`config.mk`:
```
export PLATFORM = sky130hd
export DESIGN_NAME = dso_top
export DESIGN_NICKNAME = d
export VERILOG_FILES = /design/src/design/dso_pkg.sv /design/src/design/dso_top.sv
export VERILOG_INCLUDE_DIRS = /design/src /design/src/design
export SDC_FILE = /design/constraint.sdc
export NUM_CORES = 1
export LEC_CHECK = 0
export CAP_MARGIN = 20
export CORE_ASPECT_RATIO = 1.25
export CORE_MARGIN = 1
export CORE_UTILIZATION = 45
export DETAILED_ROUTE_END_ITERATION = 16
export DONT_BUFFER_PORTS = 1
export GPL_TIMING_DRIVEN = 0
export PLACE_DENSITY = 0.65
export SETUP_SLACK_MARGIN = 0.1
export SYNTH_ARGS = -nofsm -noshare
export SYNTH_HDL_FRONTEND = slang
export SYNTH_SLANG_ARGS = --single-unit
```
`constraint.sdc`:
```
create_clock -name pclk -period 16.5 [get_ports pclk]
set_clock_uncertainty 0.1 [all_clocks]
set_input_delay 3.3 -clock pclk [delete_from_list [all_inputs] [get_ports pclk]]
set_output_delay 3.3 -clock pclk [all_outputs]
set_load 0.02 [all_outputs]
```
`src/design/dso_defines.svh`:
```
// Offsets, reset values, codes and timing figures of the drive status block.
// Assumes a 25 MHz APB clock; included by bare name.
`ifndef DSO_DEFINES_SVH
`define DSO_DEFINES_SVH
// Register byte offsets
`define DSO_OFS_MODE2   8'h00
`define DSO_OFS_MONSEL  8'h04
`define DSO_OFS_GAIN    8'h08
`define DSO_OFS_OUTFN   8'h0C
`define DSO_OFS_DETLVL  8'h10
`define DSO_OFS_DETWID  8'h14
`define DSO_OFS_OTLVL   8'h18
`define DSO_OFS_OTTIME  8'h1C
`define DSO_OFS_OTMODE  8'h20
`define DSO_OFS_AIFUNC  8'h24
`define DSO_OFS_INFUNC  8'h28
`define DSO_OFS_SRC     8'h2C
`define DSO_OFS_STATUS  8'h30
`define DSO_OFS_MONOUT  8'h34
// Reset values
`define DSO_RST_GAIN    8'h64
`define DSO_RST_OTLVL   8'hA0
`define DSO_RST_OTTIME  8'h01
`define DSO_RST_INFUNC  8'h08
`define DSO_RST_DETWID  16'h0014
// Field positions
`define DSO_MODE2_MON_BIT  3
`define DSO_MONSEL_BIT     1
`define DSO_OT_EN_BIT      0
`define DSO_OT_ALWAYS_BIT  1
`define DSO_OT_COAST_BIT   2
// Function codes and monitor gain divisor
`define DSO_IN_BB_NO    8'h08
`define DSO_IN_BB_NC    8'h09
`define DSO_IN_HOLD     8'h0A
`define DSO_AI_OTLVL    8'h04
`define DSO_GAIN_DIV    100
// Timing
`define DSO_CLK_KHZ     25000
`define DSO_BB_DELAY_MS 20
`define DSO_OT_STEP_MS  100
`endif

```
`src/design/dso_pkg.sv`:
```
// Types of the drive status block.
// Assumes nothing beyond the defines header.
package dso_pkg;
  typedef enum logic [1:0] {BB_IDLE, BB_DELAY, BB_COAST, BB_WAIT_RUN} dso_bb_state_t;

  typedef struct packed {
    logic [2:0]       s1;
    logic [2:0]       s2;
    logic [2:0]       s3;
    logic [2:0]       pin;
    logic [3:0]       mode2;
    logic [3:0]       monsel;
    logic [3:0]       otmode;
    logic [7:0]       gain;
    logic [7:0]       ot_lvl;
    logic [7:0]       ot_time;
    logic [7:0]       aifunc;
    logic [7:0]       infunc;
    logic [2:0][7:0]  fn;
    logic [15:0]      det_lvl;
    logic [15:0]      det_wid;
    logic [1:0]       src_kp;
    dso_bb_state_t    bb;
    logic [23:0]      bb_cnt;
    logic [23:0]      tick_cnt;
    logic             blink_ph;
    logic [23:0]      ot_sub;
    logic [7:0]       ot_cnt;
    logic             ot_flag;
    logic             ot_coast;
    logic             hold_ramp;
    logic [15:0]      hold_freq;
    logic             coast;
    logic             coast_out;
    logic             fzero;
    logic             permit;
    logic             ss;
    logic             blink;
    logic [2:0]       outs;
    logic [15:0]      mon;
    logic             pready;
    logic             pslverr;
    logic [31:0]      prdata;
  } dso_state_t;
endpackage

```
`src/design/dso_top.sv`:
```
// Drive status and output logic: base block, hold, monitor, outputs, overtorque.
// Assumes an APB master on pclk and drive-core signals on the same clock.
//
// Notes on behaviour
// - Run active and base block: coast after 20 ms, keep command; release starts speed search.
// - No run and base block: after 20 ms coast and force frequency command to zero.
// - Base block released without run: stay stopped until a run command returns.
// - Blocked indicator blinks while base block input is asserted.
// - Code 09 is base block with open contact meaning asserted.
// - Hold freezes ramps and output frequency at value taken on hold.
// - Hold released while running: ramping toward set frequency resumes.
// - Stop during hold cancels hold and runs normal stop.
// - Monitor source from two digits: frequency, current, voltage reference, power.
// - Monitor gain 0.01 to 2.55 in 0.01 steps, default 1.00.
// - Codes 00 running, 01 zero speed, 02 output within width of reference.
// - Code 03: at set frequency and within width of detection level.
// - Code 04 at or below detection level, 05 at or above it.
// - Codes 06 ready, 07 undervoltage, 08 base block coasting.
// - Codes 09, 0A close when frequency or run source is keypad.
// - 0b overtorque, 0C reference missing, 0d brake fault, 0E fault other than processor faults; 0F unused.
// - Overtorque when current at or above level; fault code shown.
// - Overtorque level in percent of rated current, default 160.
// - Condition must persist programmed time, default 0.1 s, before reaction.
// - Mode bit 0 enables detection; bit 2 selects continue or coast.
// - Mode bit 1 clear: only at set frequency; set: except stopping, braking.
// - Analog function 04 takes overtorque level from analog input.
//
// Added by the designer: the register addresses and the APB slave port.
`include "dso_defines.svh"
`timescale 1ns/1ps
`default_nettype none

module dso_top #(
  parameter int BB_DELAY_CYC = `DSO_BB_DELAY_MS * `DSO_CLK_KHZ,
  parameter int OT_STEP_CYC  = `DSO_OT_STEP_MS * `DSO_CLK_KHZ
) (
  // Clock and reset
  input  wire logic        pclk,
  input  wire logic        presetn,
  // APB
  input  wire logic        psel,
  input  wire logic        penable,
  input  wire logic        pwrite,
  input  wire logic [7:0]  paddr,
  input  wire logic [31:0] pwdata,
  output logic             pready,
  output logic             pslverr,
  output logic [31:0]      prdata,
  // Contact pins
  input  wire logic        run_fwd_pin,
  input  wire logic        run_rev_pin,
  input  wire logic        mf_input_pin,
  // Drive core
  input  wire logic        drive_running,
  input  wire logic        drive_ready,
  input  wire logic        undervoltage,
  input  wire logic        ref_missing,
  input  wire logic        brake_fault,
  input  wire logic        any_fault,
  input  wire logic        processor_fault_a,
  input  wire logic        processor_fault_b,
  input  wire logic        stopping,
  input  wire logic        dc_braking,
  input  wire logic [15:0] output_freq,
  input  wire logic [15:0] freq_ref,
  input  wire logic [15:0] output_current,
  input  wire logic [15:0] output_vref,
  input  wire logic [15:0] output_power,
  input  wire logic [7:0]  current_pct,
  input  wire logic [7:0]  analog_ot_level,
  // Drive controls
  output logic             coast_stop,
  output logic             freq_cmd_zero,
  output logic             run_permit,
  output logic             speed_search,
  output logic             hold_ramp,
  output logic [15:0]      hold_freq,
  output logic             blocked_blink,
  output logic             overtorque_fault_code,
  output logic [15:0]      monitor_out,
  // Contact outputs
  output logic             relay_out,
  output logic             collector_out_two,
  output logic             collector_out_three
);

  ////////////////////////////////////////////////////////////////////////////
  // State and decode
  dso_pkg::dso_state_t st_reg;
  dso_pkg::dso_state_t st_next;

  logic        run_now;
  logic        bb_act;
  logic        hold_act;
  logic        at_set;
  logic        ot_cond;
  logic [7:0]  ot_level_eff;
  logic [15:0] cond_vec;
  logic [2:0]  fn_hit;
  logic [15:0] mon_src;
  logic [23:0] mon_prod;
  logic [23:0] mon_scaled;
  logic        acc_phase;
  function automatic logic [15:0] absdiff(input logic [15:0] a, input logic [15:0] b);
    absdiff = (a > b) ? a - b : b - a;
  endfunction

  assign run_now  = st_reg.pin[0] | st_reg.pin[1];
  assign bb_act   = ((st_reg.infunc == `DSO_IN_BB_NO) & st_reg.pin[2]) |
                    ((st_reg.infunc == `DSO_IN_BB_NC) & ~st_reg.pin[2]);
  assign hold_act = (st_reg.infunc == `DSO_IN_HOLD) & st_reg.pin[2];
  assign at_set   = absdiff(output_freq, freq_ref) <= st_reg.det_wid;
  assign ot_level_eff = (st_reg.aifunc == `DSO_AI_OTLVL) ? analog_ot_level : st_reg.ot_lvl;
  assign ot_cond  = st_reg.otmode[`DSO_OT_EN_BIT] & (current_pct >= ot_level_eff) &
                    (st_reg.otmode[`DSO_OT_ALWAYS_BIT] ? ~(stopping | dc_braking) : at_set);

  ////////////////////////////////////////////////////////////////////////////
  // Output function conditions
  assign cond_vec = {
    1'b0,
    any_fault & ~processor_fault_a & ~processor_fault_b,
    brake_fault,
    ref_missing,
    st_reg.ot_flag,
    st_reg.src_kp[1],
    st_reg.src_kp[0],
    st_reg.coast,
    undervoltage,
    drive_ready,
    output_freq >= st_reg.det_lvl,
    output_freq <= st_reg.det_lvl,
    at_set & (absdiff(output_freq, st_reg.det_lvl) <= st_reg.det_wid),
    at_set,
    output_freq == 16'h0000,
    drive_running
  };

  for (genvar i = 0; i < 3; i++) begin : g_out
    assign fn_hit[i] = (st_reg.fn[i][7:4] == 4'h0) & cond_vec[st_reg.fn[i][3:0]];
  end

  ////////////////////////////////////////////////////////////////////////////
  // Monitor scaling
  always_comb begin
    case ({st_reg.mode2[`DSO_MODE2_MON_BIT], st_reg.monsel[`DSO_MONSEL_BIT]})
      2'b00:   mon_src = output_freq;
      2'b10:   mon_src = output_current;
      2'b01:   mon_src = output_vref;
      default: mon_src = output_power;
    endcase
  end

  assign mon_prod   = mon_src * st_reg.gain;
  assign mon_scaled = mon_prod / 24'(`DSO_GAIN_DIV);

  assign acc_phase = psel & penable & ~st_reg.pready;

  ////////////////////////////////////////////////////////////////////////////
  // Next state
  always_comb begin
    st_next = st_reg;
    st_next.ss = 1'b0;
    // Pin filter: change taken once second and third stages agree
    st_next.s1 = {mf_input_pin, run_rev_pin, run_fwd_pin};
    st_next.s2 = st_reg.s1;
    st_next.s3 = st_reg.s2;
    for (int k = 0; k < 3; k++) begin
      if (st_reg.s2[k] == st_reg.s3[k]) begin
        st_next.pin[k] = st_reg.s3[k];
      end
    end
    // Free tick for blink
    if (st_reg.tick_cnt == 24'(OT_STEP_CYC - 1)) begin
      st_next.tick_cnt = 24'h000000;
      st_next.blink_ph = ~st_reg.blink_ph;
    end else begin
      st_next.tick_cnt = st_reg.tick_cnt + 24'h000001;
    end
    st_next.blink = bb_act & st_reg.blink_ph;
    // Base block sequence
    case (st_reg.bb)
      dso_pkg::BB_IDLE: begin
        st_next.coast  = 1'b0;
        st_next.fzero  = 1'b0;
        st_next.permit = 1'b1;
        st_next.bb_cnt = 24'h000000;
        if (bb_act) begin
          st_next.bb = dso_pkg::BB_DELAY;
        end
      end
      dso_pkg::BB_DELAY: begin
        if (!bb_act) begin
          st_next.bb = dso_pkg::BB_IDLE;
        end else if (st_reg.bb_cnt == 24'(BB_DELAY_CYC - 1)) begin
          st_next.bb    = dso_pkg::BB_COAST;
          st_next.coast = 1'b1;
          st_next.fzero = ~run_now;
        end else begin
          st_next.bb_cnt = st_reg.bb_cnt + 24'h000001;
        end
      end
      dso_pkg::BB_COAST: begin
        st_next.fzero = ~run_now;
        if (!bb_act) begin
          if (run_now) begin
            st_next.bb    = dso_pkg::BB_IDLE;
            st_next.ss    = 1'b1;
            st_next.coast = 1'b0;
            st_next.fzero = 1'b0;
          end else begin
            st_next.bb     = dso_pkg::BB_WAIT_RUN;
            st_next.coast  = 1'b0;
            st_next.permit = 1'b0;
          end
        end
      end
      dso_pkg::BB_WAIT_RUN: begin
        if (bb_act) begin
          st_next.bb     = dso_pkg::BB_DELAY;
          st_next.bb_cnt = 24'h000000;
        end else if (run_now) begin
          st_next.bb     = dso_pkg::BB_IDLE;
          st_next.permit = 1'b1;
          st_next.fzero  = 1'b0;
        end
      end
      default: st_next.bb = dso_pkg::BB_IDLE;
    endcase
    // Hold
    st_next.hold_ramp = hold_act & run_now & ~stopping;
    if (!st_reg.hold_ramp) begin
      st_next.hold_freq = output_freq;
    end
    // Overtorque persistence
    if (!ot_cond) begin
      st_next.ot_sub  = 24'h000000;
      st_next.ot_cnt  = 8'h00;
      st_next.ot_flag = 1'b0;
    end else if (st_reg.ot_cnt >= st_reg.ot_time) begin
      st_next.ot_flag = 1'b1;
      if (st_reg.otmode[`DSO_OT_COAST_BIT]) begin
        st_next.ot_coast = 1'b1;
      end
    end else if (st_reg.ot_sub == 24'(OT_STEP_CYC - 1)) begin
      st_next.ot_sub = 24'h000000;
      st_next.ot_cnt = st_reg.ot_cnt + 8'h01;
    end else begin
      st_next.ot_sub = st_reg.ot_sub + 24'h000001;
    end
    if (!run_now) begin
      st_next.ot_coast = 1'b0;
    end
    st_next.coast_out = st_next.coast | st_next.ot_coast;
    st_next.outs = fn_hit;
    st_next.mon  = (mon_scaled > 24'h00FFFF) ? 16'hFFFF : mon_scaled[15:0];
    // APB: one wait state, read data registered
    st_next.pready  = acc_phase;
    st_next.pslverr = 1'b0;
    if (acc_phase) begin
      st_next.prdata = 32'h00000000;
      case (paddr)
        `DSO_OFS_MODE2:  st_next.prdata = {28'h0000000, st_reg.mode2};
        `DSO_OFS_MONSEL: st_next.prdata = {28'h0000000, st_reg.monsel};
        `DSO_OFS_GAIN:   st_next.prdata = {24'h000000, st_reg.gain};
        `DSO_OFS_OUTFN:  st_next.prdata = {8'h00, st_reg.fn};
        `DSO_OFS_DETLVL: st_next.prdata = {16'h0000, st_reg.det_lvl};
        `DSO_OFS_DETWID: st_next.prdata = {16'h0000, st_reg.det_wid};
        `DSO_OFS_OTLVL:  st_next.prdata = {24'h000000, st_reg.ot_lvl};
        `DSO_OFS_OTTIME: st_next.prdata = {24'h000000, st_reg.ot_time};
        `DSO_OFS_OTMODE: st_next.prdata = {28'h0000000, st_reg.otmode};
        `DSO_OFS_AIFUNC: st_next.prdata = {24'h000000, st_reg.aifunc};
        `DSO_OFS_INFUNC: st_next.prdata = {24'h000000, st_reg.infunc};
        `DSO_OFS_SRC:    st_next.prdata = {30'h00000000, st_reg.src_kp};
        `DSO_OFS_STATUS: st_next.prdata = {22'h000000, st_reg.pin, st_reg.ot_coast, st_reg.ot_flag,
                                           st_reg.hold_ramp, st_reg.permit, st_reg.fzero,
                                           st_reg.coast, bb_act};
        `DSO_OFS_MONOUT: st_next.prdata = {16'h0000, st_reg.mon};
        default:         st_next.pslverr = 1'b1;
      endcase
    end
    if (psel & penable & st_reg.pready & pwrite) begin
      case (paddr)
        `DSO_OFS_MODE2:  st_next.mode2   = pwdata[3:0];
        `DSO_OFS_MONSEL: st_next.monsel  = pwdata[3:0];
        `DSO_OFS_GAIN:   st_next.gain    = (pwdata[7:0] == 8'h00) ? 8'h01 : pwdata[7:0];
        `DSO_OFS_OUTFN:  st_next.fn      = pwdata[23:0];
        `DSO_OFS_DETLVL: st_next.det_lvl = pwdata[15:0];
        `DSO_OFS_DETWID: st_next.det_wid = pwdata[15:0];
        `DSO_OFS_OTLVL:  st_next.ot_lvl  = pwdata[7:0];
        `DSO_OFS_OTTIME: st_next.ot_time = pwdata[7:0];
        `DSO_OFS_OTMODE: st_next.otmode  = pwdata[3:0];
        `DSO_OFS_AIFUNC: st_next.aifunc  = pwdata[7:0];
        `DSO_OFS_INFUNC: st_next.infunc  = pwdata[7:0];
        `DSO_OFS_SRC:    st_next.src_kp  = pwdata[1:0];
        default:         st_next.src_kp  = st_reg.src_kp;
      endcase
    end
  end

  ////////////////////////////////////////////////////////////////////////////
  // Registers
  always_ff @(posedge pclk or negedge presetn) begin
    if (!presetn) begin
      st_reg         <= '0;
      st_reg.gain    <= `DSO_RST_GAIN;
      st_reg.ot_lvl  <= `DSO_RST_OTLVL;
      st_reg.ot_time <= `DSO_RST_OTTIME;
      st_reg.infunc  <= `DSO_RST_INFUNC;
      st_reg.det_wid <= `DSO_RST_DETWID;
      st_reg.permit  <= 1'b1;
      st_reg.bb      <= dso_pkg::BB_IDLE;
    end else begin
      st_reg <= st_next;
    end
  end

  assign pready                = st_reg.pready;
  assign pslverr               = st_reg.pslverr;
  assign prdata                = st_reg.prdata;
  assign coast_stop            = st_reg.coast_out;
  assign freq_cmd_zero         = st_reg.fzero;
  assign run_permit            = st_reg.permit;
  assign speed_search          = st_reg.ss;
  assign hold_ramp             = st_reg.hold_ramp;
  assign hold_freq             = st_reg.hold_freq;
  assign blocked_blink         = st_reg.blink;
  assign overtorque_fault_code = st_reg.ot_flag;
  assign monitor_out           = st_reg.mon;
  assign relay_out             = st_reg.outs[0];
  assign collector_out_two     = st_reg.outs[1];
  assign collector_out_three   = st_reg.outs[2];

  ////////////////////////////////////////////////////////////////////////////
  // Checks
  property p_bb_coast;
    @(posedge pclk) disable iff (!presetn)
    (st_reg.bb == dso_pkg::BB_DELAY && bb_act && st_reg.bb_cnt == 24'(BB_DELAY_CYC - 1)) |=> coast_stop;
  endproperty
  a_bb_coast: assert property (p_bb_coast) else $error("no coast after base block delay");

  property p_bb_zero;
    @(posedge pclk) disable iff (!presetn)
    (st_reg.bb == dso_pkg::BB_COAST && bb_act && !run_now) |=> freq_cmd_zero;
  endproperty
  a_bb_zero: assert property (p_bb_zero) else $error("command not zeroed without run");

  property p_wait_run;
    @(posedge pclk) disable iff (!presetn)
    (st_reg.bb == dso_pkg::BB_WAIT_RUN && !run_now && !bb_act) |=> !run_permit;
  endproperty
  a_wait_run: assert property (p_wait_run) else $error("restart without run command");

  property p_blink;
    @(posedge pclk) disable iff (!presetn)
    !bb_act |=> !blocked_blink;
  endproperty
  a_blink: assert property (p_blink) else $error("blink without base block");

  property p_nc_contact;
    @(posedge pclk) disable iff (!presetn)
    (st_reg.infunc == `DSO_IN_BB_NC && !st_reg.pin[2] && st_reg.bb == dso_pkg::BB_IDLE)
      |=> st_reg.bb == dso_pkg::BB_DELAY;
  endproperty
  a_nc_contact: assert property (p_nc_contact) else $error("open contact not taken as block");

  property p_hold_freeze;
    @(posedge pclk) disable iff (!presetn)
    hold_ramp ##1 hold_ramp |-> $stable(hold_freq);
  endproperty
  a_hold_freeze: assert property (p_hold_freeze) else $error("held frequency moved");

  property p_hold_stop;
    @(posedge pclk) disable iff (!presetn)
    (hold_act && !run_now) |=> !hold_ramp;
  endproperty
  a_hold_stop: assert property (p_hold_stop) else $error("hold kept after stop");

  property p_gain;
    @(posedge pclk) disable iff (!presetn)
    st_reg.gain != 8'h00;
  endproperty
  a_gain: assert property (p_gain) else $error("monitor gain zero");

  property p_freq_low;
    @(posedge pclk) disable iff (!presetn)
    (st_reg.fn[0] == 8'h04 && output_freq <= st_reg.det_lvl) |=> relay_out;
  endproperty
  a_freq_low: assert property (p_freq_low) else $error("low detection missed");

  property p_ot_drop;
    @(posedge pclk) disable iff (!presetn)
    !ot_cond |=> !overtorque_fault_code;
  endproperty
  a_ot_drop: assert property (p_ot_drop) else $error("overtorque kept after drop");

  property p_ot_disable;
    @(posedge pclk) disable iff (!presetn)
    !st_reg.otmode[`DSO_OT_EN_BIT] |=> !overtorque_fault_code;
  endproperty
  a_ot_disable: assert property (p_ot_disable) else $error("overtorque while disabled");

endmodule

`default_nettype wire

```
---- Word-level counts from Yosys, hierarchy flattened ----
Cells that the tools add are included.
storage, ports and cells
  register bits ........................... 283
  output and inout port bits .............. 76
  logic and storage cells ................. 215
cells by class
  add/subtract/negate cells ............... 8
  bitwise operators ....................... 30
  muxes and demuxes ....................... 52
  magnitude comparators ................... 12
  divide/modulo/power cells ............... 1
  $mul .................................... 1
  eq/ne operators ......................... 42
  reductions and logical operators ........ 28
operators by type and width
  kind                                                             number
  one-hot mux 24 bit (14 select lines)                             1
  2-to-1 mux 24 bit                                                5
  adder 24 x 1 -> 24 bit, second input constant                    3
  one-hot mux 24 bit (3 select lines)                              1
  2-to-1 mux 33 bit                                                2
  subtractor 16 bit                                                4
  == test 24 x 22 -> 1 bit, second input constant                  2
  == test 8 x 6 -> 1 bit, second input constant                    6
  less-or-equal comparator 16 bit                                  3
  2-to-1 mux 16 bit                                                3
  one-hot mux 16 bit (3 select lines)                              1
  == test 8 x 4 -> 1 bit, second input constant                    5
  == test 8 x 5 -> 1 bit, second input constant                    4
  greater-than comparator 16 bit                                   2
  2-to-1 mux 32 bit                                                1
  AND reduction 2 bit                                              13
  divider 24 x 7 -> 24 bit, second input constant                  1
  == test 24 x 19 -> 1 bit, second input constant                  1
  greater-than comparator 24 x 16 -> 1 bit, second input constant  1
  multiplier 16 x 8 -> 24 bit                                      1
  2-to-1 mux 8 bit                                                 3
  2-to-1 mux 2 bit                                                 10
  inequality test 2 bit, second input constant                     10
  AND 1 bit                                                        18
  26 further kinds                                                 73

---- Logic depth before layout (Yosys ltp) ----
Gate-level depths: netlist of run 1.
  depth after elaboration ................. 8
  mapped depth ............................ 62
  depth with buffers taken out ............ 51

---- Worst setup path after synthesis of run 1 ----
Ideal clock, no wire load.
  path type ............................... input to register
  start point ............................. input port output_power[1]
  end point ............................... register st_reg (netlist bit monitor_out[0])
  slack ................................... -610 ps
  required time ........................... 16274 ps
  path buffers ............................ 4
  cell stages on the path ................. 52
  data arrival time ....................... 16884 ps
  path through ............................ mux4_2 and2_1 fa_1 fa_1 fa_1 inv_1 fa_1 inv_1 ha_1 buf_6 and3_1 a221o_1 a2111o_1 o211a_1 buf_6 a21oi_4 a21oi_1 nor3_1 [16 not listed] buf_2 a22oi_1 a32o_1 a211oi_1 o22ai_1 mux2_2 o31ai_1 or4b_4 o21ai_2 a21oi_4 o31a_1 o211ai_1 mux2i_2 a31oi_2 maj3_1 a21oi_1 o22ai_1 a311o_1
RTL lines
  what                    line            RTL
  start: declaration      dso_top.sv:68   input wire logic [15:0] output_power,
  end signal: assignment  dso_top.sv:313  st_reg <= st_next;
  end: declaration        dso_top.sv:89   dso_pkg::dso_state_t st_reg;

==> qor.csv, run 1 <==
metric,value,unit
DP HPWL,62.4,mm
pre-CTS setup slack,-2.12,ns
RR Startpoint,st_reg[270]$_DFFE_PN0P_,
FP Rows,97,
highest clock rate,58.7,MHz
Post-synth EDFFs,0,
GRT Total Usage,28.0,%
via count,22700,
"antenna viol nets, final",0,
clock slew at reported path FFs,0.06,ns
Max-cap violations,0,
ys flop type,dfrtp_1,
post-route worst setup slack,-0.533,ns
power per cell area,69.3,mW/mm^2
CP Class,in -> reg,
Most common cell on crit path,buf_4,
Hold Path Origin,st_next[277]$_DFF_PN0_,
Worst Hold Depth,0,
GPL Wtd Cong,0.973,
CTS Sinks,275,
most frequent cell after synthesis,dfrtp_1,
hold-fix buffer count after cts,0,
Max clock buf depth,3,
crit path max fanout,8,
Mapped Cells,2787,
Worst R2R End,monitor_out[0]$_DFF_PN0_,
CP bufs+invs,17,
R2R setup slack,0.23,ns
fin crit share,103,%
global-route wire length before repair,128,mm
"Avg Cell Area, Syn",9.14,um^2
endpoints failing setup,2,
Final Hold Viols,0,
nature of the critical path endpoint,flip-flop,
Clock H-tree levels,1,
DR pass1 iterations,6,
die area,0.0576,mm^2
1st-iter DRT viols,1566,
Wirelength per Cell,22.1,um
Hold Path End,st_next[274]$_DFF_PN0_,
CP max stage delay,0.58,ns
failing checks,setup timing,
Post-DP Area,0.0269,mm^2
top post-synthesis cells by count,"265 x dfrtp_1, 250 x nand2_1, 186 x inv_1",
post-route cell area,0.0306,mm^2
CTS Buf Count,29,
CTS tree,built,
"FF+latch count, synth",275,
Max-slew headroom,23.0,%
DRC violations left,0,
IO Count,230,
max reg flops,198,
Critical Path RT,16.84,ns
vias in the first global route,22900,
Synth Cell Area,0.0255,mm^2
fraction of layout cells with a size suffix above 1,26.1,%
"Power, Total",2.12,mW
RSZ-0062 raised after global routing,yes,
fin. max-slew vios,0,
"Warnings, synthesis",0,
largest cells by area after synthesis,"dfrtp_1 26%, ha_1 8.0%, fa_1 6.9%",
die outline width,215,um
distinct cell type count after synthesis,112,
final wirelength,82.8,mm
fin crit period,17.03,ns
CP top delay family,compound AO/OA/AOI/OAI gates,
total gr overflow,0,
Vias/cell,6.04,
R2R depth,65,
CTS Root Cell,clkbuf_16,
n_diodes,0,
Slew @ Worst Pin,1.15,ns
Core Box Area,0.0559,mm^2
Initial Utilization,45.5,%
antenna violations before repair,5,
Nets,3395,
largest area contributor in the netlist,dfrtp_1,
worst-skew pair later-pin latency,0.57,ns
leakage power,13.7,nW
largest net degree at the start of global routing,276,
area grow syn2layout,20.3,%
Async SR Flop Fraction,100,%
CP max-delay cell,mux4_2,
worst endpoint data arrival time,17.37,ns
"Core Util, Final",54.8,%
"Seq/Total Area, Yosys",27.1,%
status,"complete, but fails checks",
Critical Path Start Type,input pin,
Die Ht,268,um
Worst Hold Class,reg -> reg,
Peak VDD IR,0.0926,mV
Yosys top cell area share,26.0,%
IO buf count,0,
final hold slack,0.257,ns
[cells in the final DEF (no fill, tap or decap), types with 16 or more instances in the layout]
master,netlist,routed
fa_1,88,83
nand3_1,61,54
xor2_1,57,57
and2_1,103,77
nand4_1,31,31
buf_4,67,210
nand2b_1,22,20
o21ai_0,113,103
clkbuf_16,0,30
nand2_1,250,232
mux2_2,132,127
o211ai_1,31,31
mux2i_1,37,27
and3_1,33,28
nor2b_1,21,21
nor2_1,172,159
a211oi_1,25,16
buf_6,4,30
a221oi_1,27,27
inv_1,186,178
a21oi_1,144,129
mux4_2,23,23
and2_4,2,28
xnor2_1,84,75
ha_1,163,154
a22oi_1,26,23
a21o_1,83,82
nor3_1,46,34
dfrtp_1,265,265
a22o_1,29,29
clkbuf_1,75,71
[timing repair]
item                       in CTS  in global routing
pin swaps                      86                 91
buffers inserted              105                 55
hold endpoints to repair        0                  0
cloned                          4                  1
setup endpoints to repair       4                  4
gates resized for setup       160                138
[worst max path at each step]
stage               slack [ns]                        to            start  cells past startpoint
floorplan                -0.06  monitor_out[0]$_DFF_PN0_  output_power[3]                     53
global placement         -1.94  monitor_out[0]$_DFF_PN0_  output_power[9]                     55
detailed placement       -2.12  monitor_out[0]$_DFF_PN0_  output_power[9]                     55
CTS                      -0.28  monitor_out[0]$_DFF_PN0_  output_power[5]                     55
global route             -0.97  monitor_out[0]$_DFF_PN0_  output_power[8]                     63
finish                   -0.53  monitor_out[0]$_DFF_PN0_  output_power[3]                     63
[routing by layer]
metal | vias to the layer above | share of wire, % | routed length [um] | track usage (%)
li1 | 10400 | - | - | -
met1 | 11200 | 38 | 31400 | 31.9
met2 | 836 | 51 | 41900 | 50.7
met3 | 265 | 5.7 | 4740 | 4.30
met4 | 8 | 5.7 | 4700 | 14.3
met5 | - | 0.054 | 45 | 0
[final cells by class]
| type | count | area [um^2] |
|---|---|---|
| fill | 4950 | 25300 |
| clock inverter | 15 | 145 |
| inverter | 186 | 698 |
| multi-input combinational | 2167 | 18800 |
| timing repair buffer | 165 | 1340 |
| tap | 742 | 928 |
| buffer | 166 | 1060 |
| sequential | 275 | 6890 |
| clock buffer | 38 | 810 |
[through the flow]
stage,instances,setup TNS [ns]
floorplan,2794,-0.0596
global placement,3536,-5.80
detailed placement,3537,-6.65
CTS,3698,-0.328
global route,3754,-1.97
finish,3754,-0.811
[where the power goes]
| part | internal, mW | leakage, nW | switching, mW |
|---|---|---|---|
| Combinational | 0.322 | 9.55 | 0.423 |
| Clock | 0.377 | 0.476 | 0.283 |
| Sequential | 0.693 | 3.71 | 0.0248 |
[kinds of logic (layout without fill, tap and decap cells)]
group / after synthesis / after routing / synth area share, %
xor+xnor: 144 / 144 / 5.04
fa+ha+maj: 256 / 256 / 15.1
flops: 275 / 275 / 27.1
buf+inv: 354 / 570 / 6.41
compound gates: 713 / 715 / 20.1
other cells: 1 / 8 / 0.0147
simple gates: 848 / 848 / 16.7
mux: 196 / 196 / 9.54
(Power assumes the default switching activity.)
==> inputs of run 2 (changes only) <==
==> constraint.sdc (replaced) <==
create_clock -name pclk -period 16.5 [get_ports pclk]
set_clock_uncertainty 0.1 [all_clocks]
set_input_delay 4.125 -clock pclk [delete_from_list [all_inputs] [get_ports pclk]]
set_output_delay 4.125 -clock pclk [all_outputs]
set_load 0.02 [all_outputs]
==> run 2 against run 1 <==
  * Worst setup slack got worse by 0.87 ns
  * Largest power group unchanged
  * Cell count rose by 0.43%
  * Final area rose by 1.1%
  * Worst hold slack got worse by 0.0078 ns
  * Count of clock-buffer cells in the layout rose by 2
  * The run still ends with setup timing left
==> qor.csv, run 2 (synthesis results as in run 1) <==
metric,value,unit,change
status,"complete, but fails checks",,
failing checks,setup timing,,
IO buf count,0,,unchanged
CP max-delay cell,fa_1,,
Max-cap violations,0,,unchanged
highest clock rate,55.8,MHz,-4.9%
CTS Sinks,275,,unchanged
most frequent cells in the layout,"265 x dfrtp_1, 234 x nand2_1, 216 x buf_4",,
power per cell area,71.1,mW/mm^2,+2.6%
vias in the first global route,22800,,-0.48%
Critical Path Start Type,input pin,,
worst endpoint data arrival time,18.26,ns,+0.89 ns
CTS Root Cell,clkbuf_16,,
fin crit period,17.91,ns,+0.873 ns
Crit. Startpoint,output_power[6],,
DR pass1 iterations,5,,-1
DRC violations left,0,,unchanged
# fillers,4887,,-1.3%
"commonest non-fill, non-tap cell in the layout",dfrtp_1,,
Post-DP Area,0.0269,mm^2,unchanged
total gr overflow,0,,unchanged
Clock H-tree levels,1,,unchanged
area of the multi-input gates,0.0189,mm^2,+0.91%
final hold slack,0.249,ns,-0.00783 ns
fraction of layout cells with a size suffix above 1,26.4,%,+0.27 points
worst-skew pair later-pin latency,0.60,ns,+0.03 ns
"antenna viol nets, final",0,,unchanged
RR Startpoint,st_reg[270]$_DFFE_PN0P_,,
CP max stage delay,0.56,ns,-0.02 ns
post-route worst setup slack,-1.41,ns,-0.873 ns
Slew @ Worst Pin,1.26,ns,+0.114 ns
area grow syn2layout,21.7,%,
die area,0.0576,mm^2,unchanged
Initial Utilization,45.5,%,unchanged
DP HPWL,62.7,mm,+0.47%
Critical Path RT,16.86,ns,+0.02 ns
antenna violations before repair,7,,+2
CP Class,in -> reg,,
endpoints failing setup,4,,+2
Peak VDD IR,0.0796,mV,-14%
Hold Path Origin,st_next[279]$_DFF_PN0_,,
FP Rows,97,,unchanged
Core Box Area,0.0559,mm^2,unchanged
IO Count,230,,unchanged
RSZ-0062 raised after global routing,yes,,
Wirelength per Cell,22.3,um,+1.0%
Vias/cell,6.07,,+0.51%
Max clock buf depth,3,,unchanged
leakage power,13.9,nW,+0.93%
Reg area,0.00689,mm^2,unchanged
Final Hold Viols,0,,unchanged
crit path max fanout,8,,unchanged
Die Ht,268,um,unchanged
die outline width,215,um,unchanged
"Power, Total",2.20,mW,+3.8%
via count,22900,,+0.93%
Most common cell on crit path,buf_6,,
CTS tree,built,,
GPL Wtd Cong,0.986,,+1.4%
clock slew at reported path FFs,0.06,ns,about the same
max reg flops,198,,unchanged
global-route wire length before repair,127,mm,-0.47%
largest net degree at the start of global routing,276,,unchanged
final wirelength,84.0,mm,+1.5%
CTS Buf Count,29,,unchanged
Worst Hold Class,reg -> reg,,
Nets,3409,,+0.41%
1st-iter DRT viols,1687,,+7.7%
GRT Total Usage,28.0,%,about the same
fin. max-slew vios,0,,unchanged
fin crit share,109,%,+5.3 points
Max-slew headroom,15.7,%,-7.3 points
post-route cell area,0.0310,mm^2,+1.1%
nature of the critical path endpoint,flip-flop,,
pre-CTS setup slack,-2.90,ns,-0.779 ns
## run 2: path summary, 6_finish.rpt
check / slack (ns) / cells after the start / to
setup / recovery: -1.41 / 60 / monitor_out[0]$_DFF_PN0_
hold reg to reg: 0.25 / 0 / st_next[276]$_DFF_PN0_
min in group asynchronous: 3.12 / 0 / hold_freq[10]$_DFFE_PN0N_
setup reg to reg: 0.20 / 62 / monitor_out[0]$_DFF_PN0_
max in group asynchronous: 12.61 / 0 / st_reg[114]$_DFF_PN0_
hold / removal: 0.25 / 0 / st_next[276]$_DFF_PN0_
## run 2: area by class of cell
class	instances	area share (%)
Clock buffer	40	2.64
Clock inverter	14	0.513
Buffer	165	3.38
Sequential cell	275	22.2
Tap cell	742	3.00
Multi-Input combinational cell	2165	61.1
Inverter	186	2.25
Antenna cell	1	0.00807
Timing Repair Buffer	182	4.86
## run 2: report_power, final
group,switching (mW),leakage [nW],internal (mW)
logic,0.448,9.68,0.363
clock network,0.293,0.469,0.382
registers,0.0239,3.71,0.693
## run 2: per-stage QoR
step	instances	util (%)	setup TNS [ns]
finish	3770	55.4	-3.90
global route	3770	55.4	-5.42
CTS	3668	52.1	-3.03
detailed placement	3536	48.1	-11.01
global placement	3536	48.1	-10.83
floorplan	2794	-	-1.80
## run 2: what timing repair did
action | in CTS | in global routing
hold buffers | 0 | 0
pin swaps | 82 | 141
gates cloned | 1 | 2
endpoints found under the setup margin | 5 | 6
resized for setup | 134 | 209
buffers inserted | 77 | 100
## run 2: critical path, delay by kind of cell
family	cells	cell delay, ns
xor+xnor	2	0.25
simple gates	11	2.73
fa+ha+maj	6	2.72
compound gates	25	5.71
buf+inv	14	1.79
mux	2	0.88
## run 2: metal layers
layer,GRT usage [%],part of all wire (%),wire length (um),up-vias
met2,49.9,50,42000,882
met4,15.9,6.2,5240,6
met1,31.8,38,31900,11300
li1,-,-,-,10500
met3,4.53,5.8,4830,275
met5,0,0.051,43,-
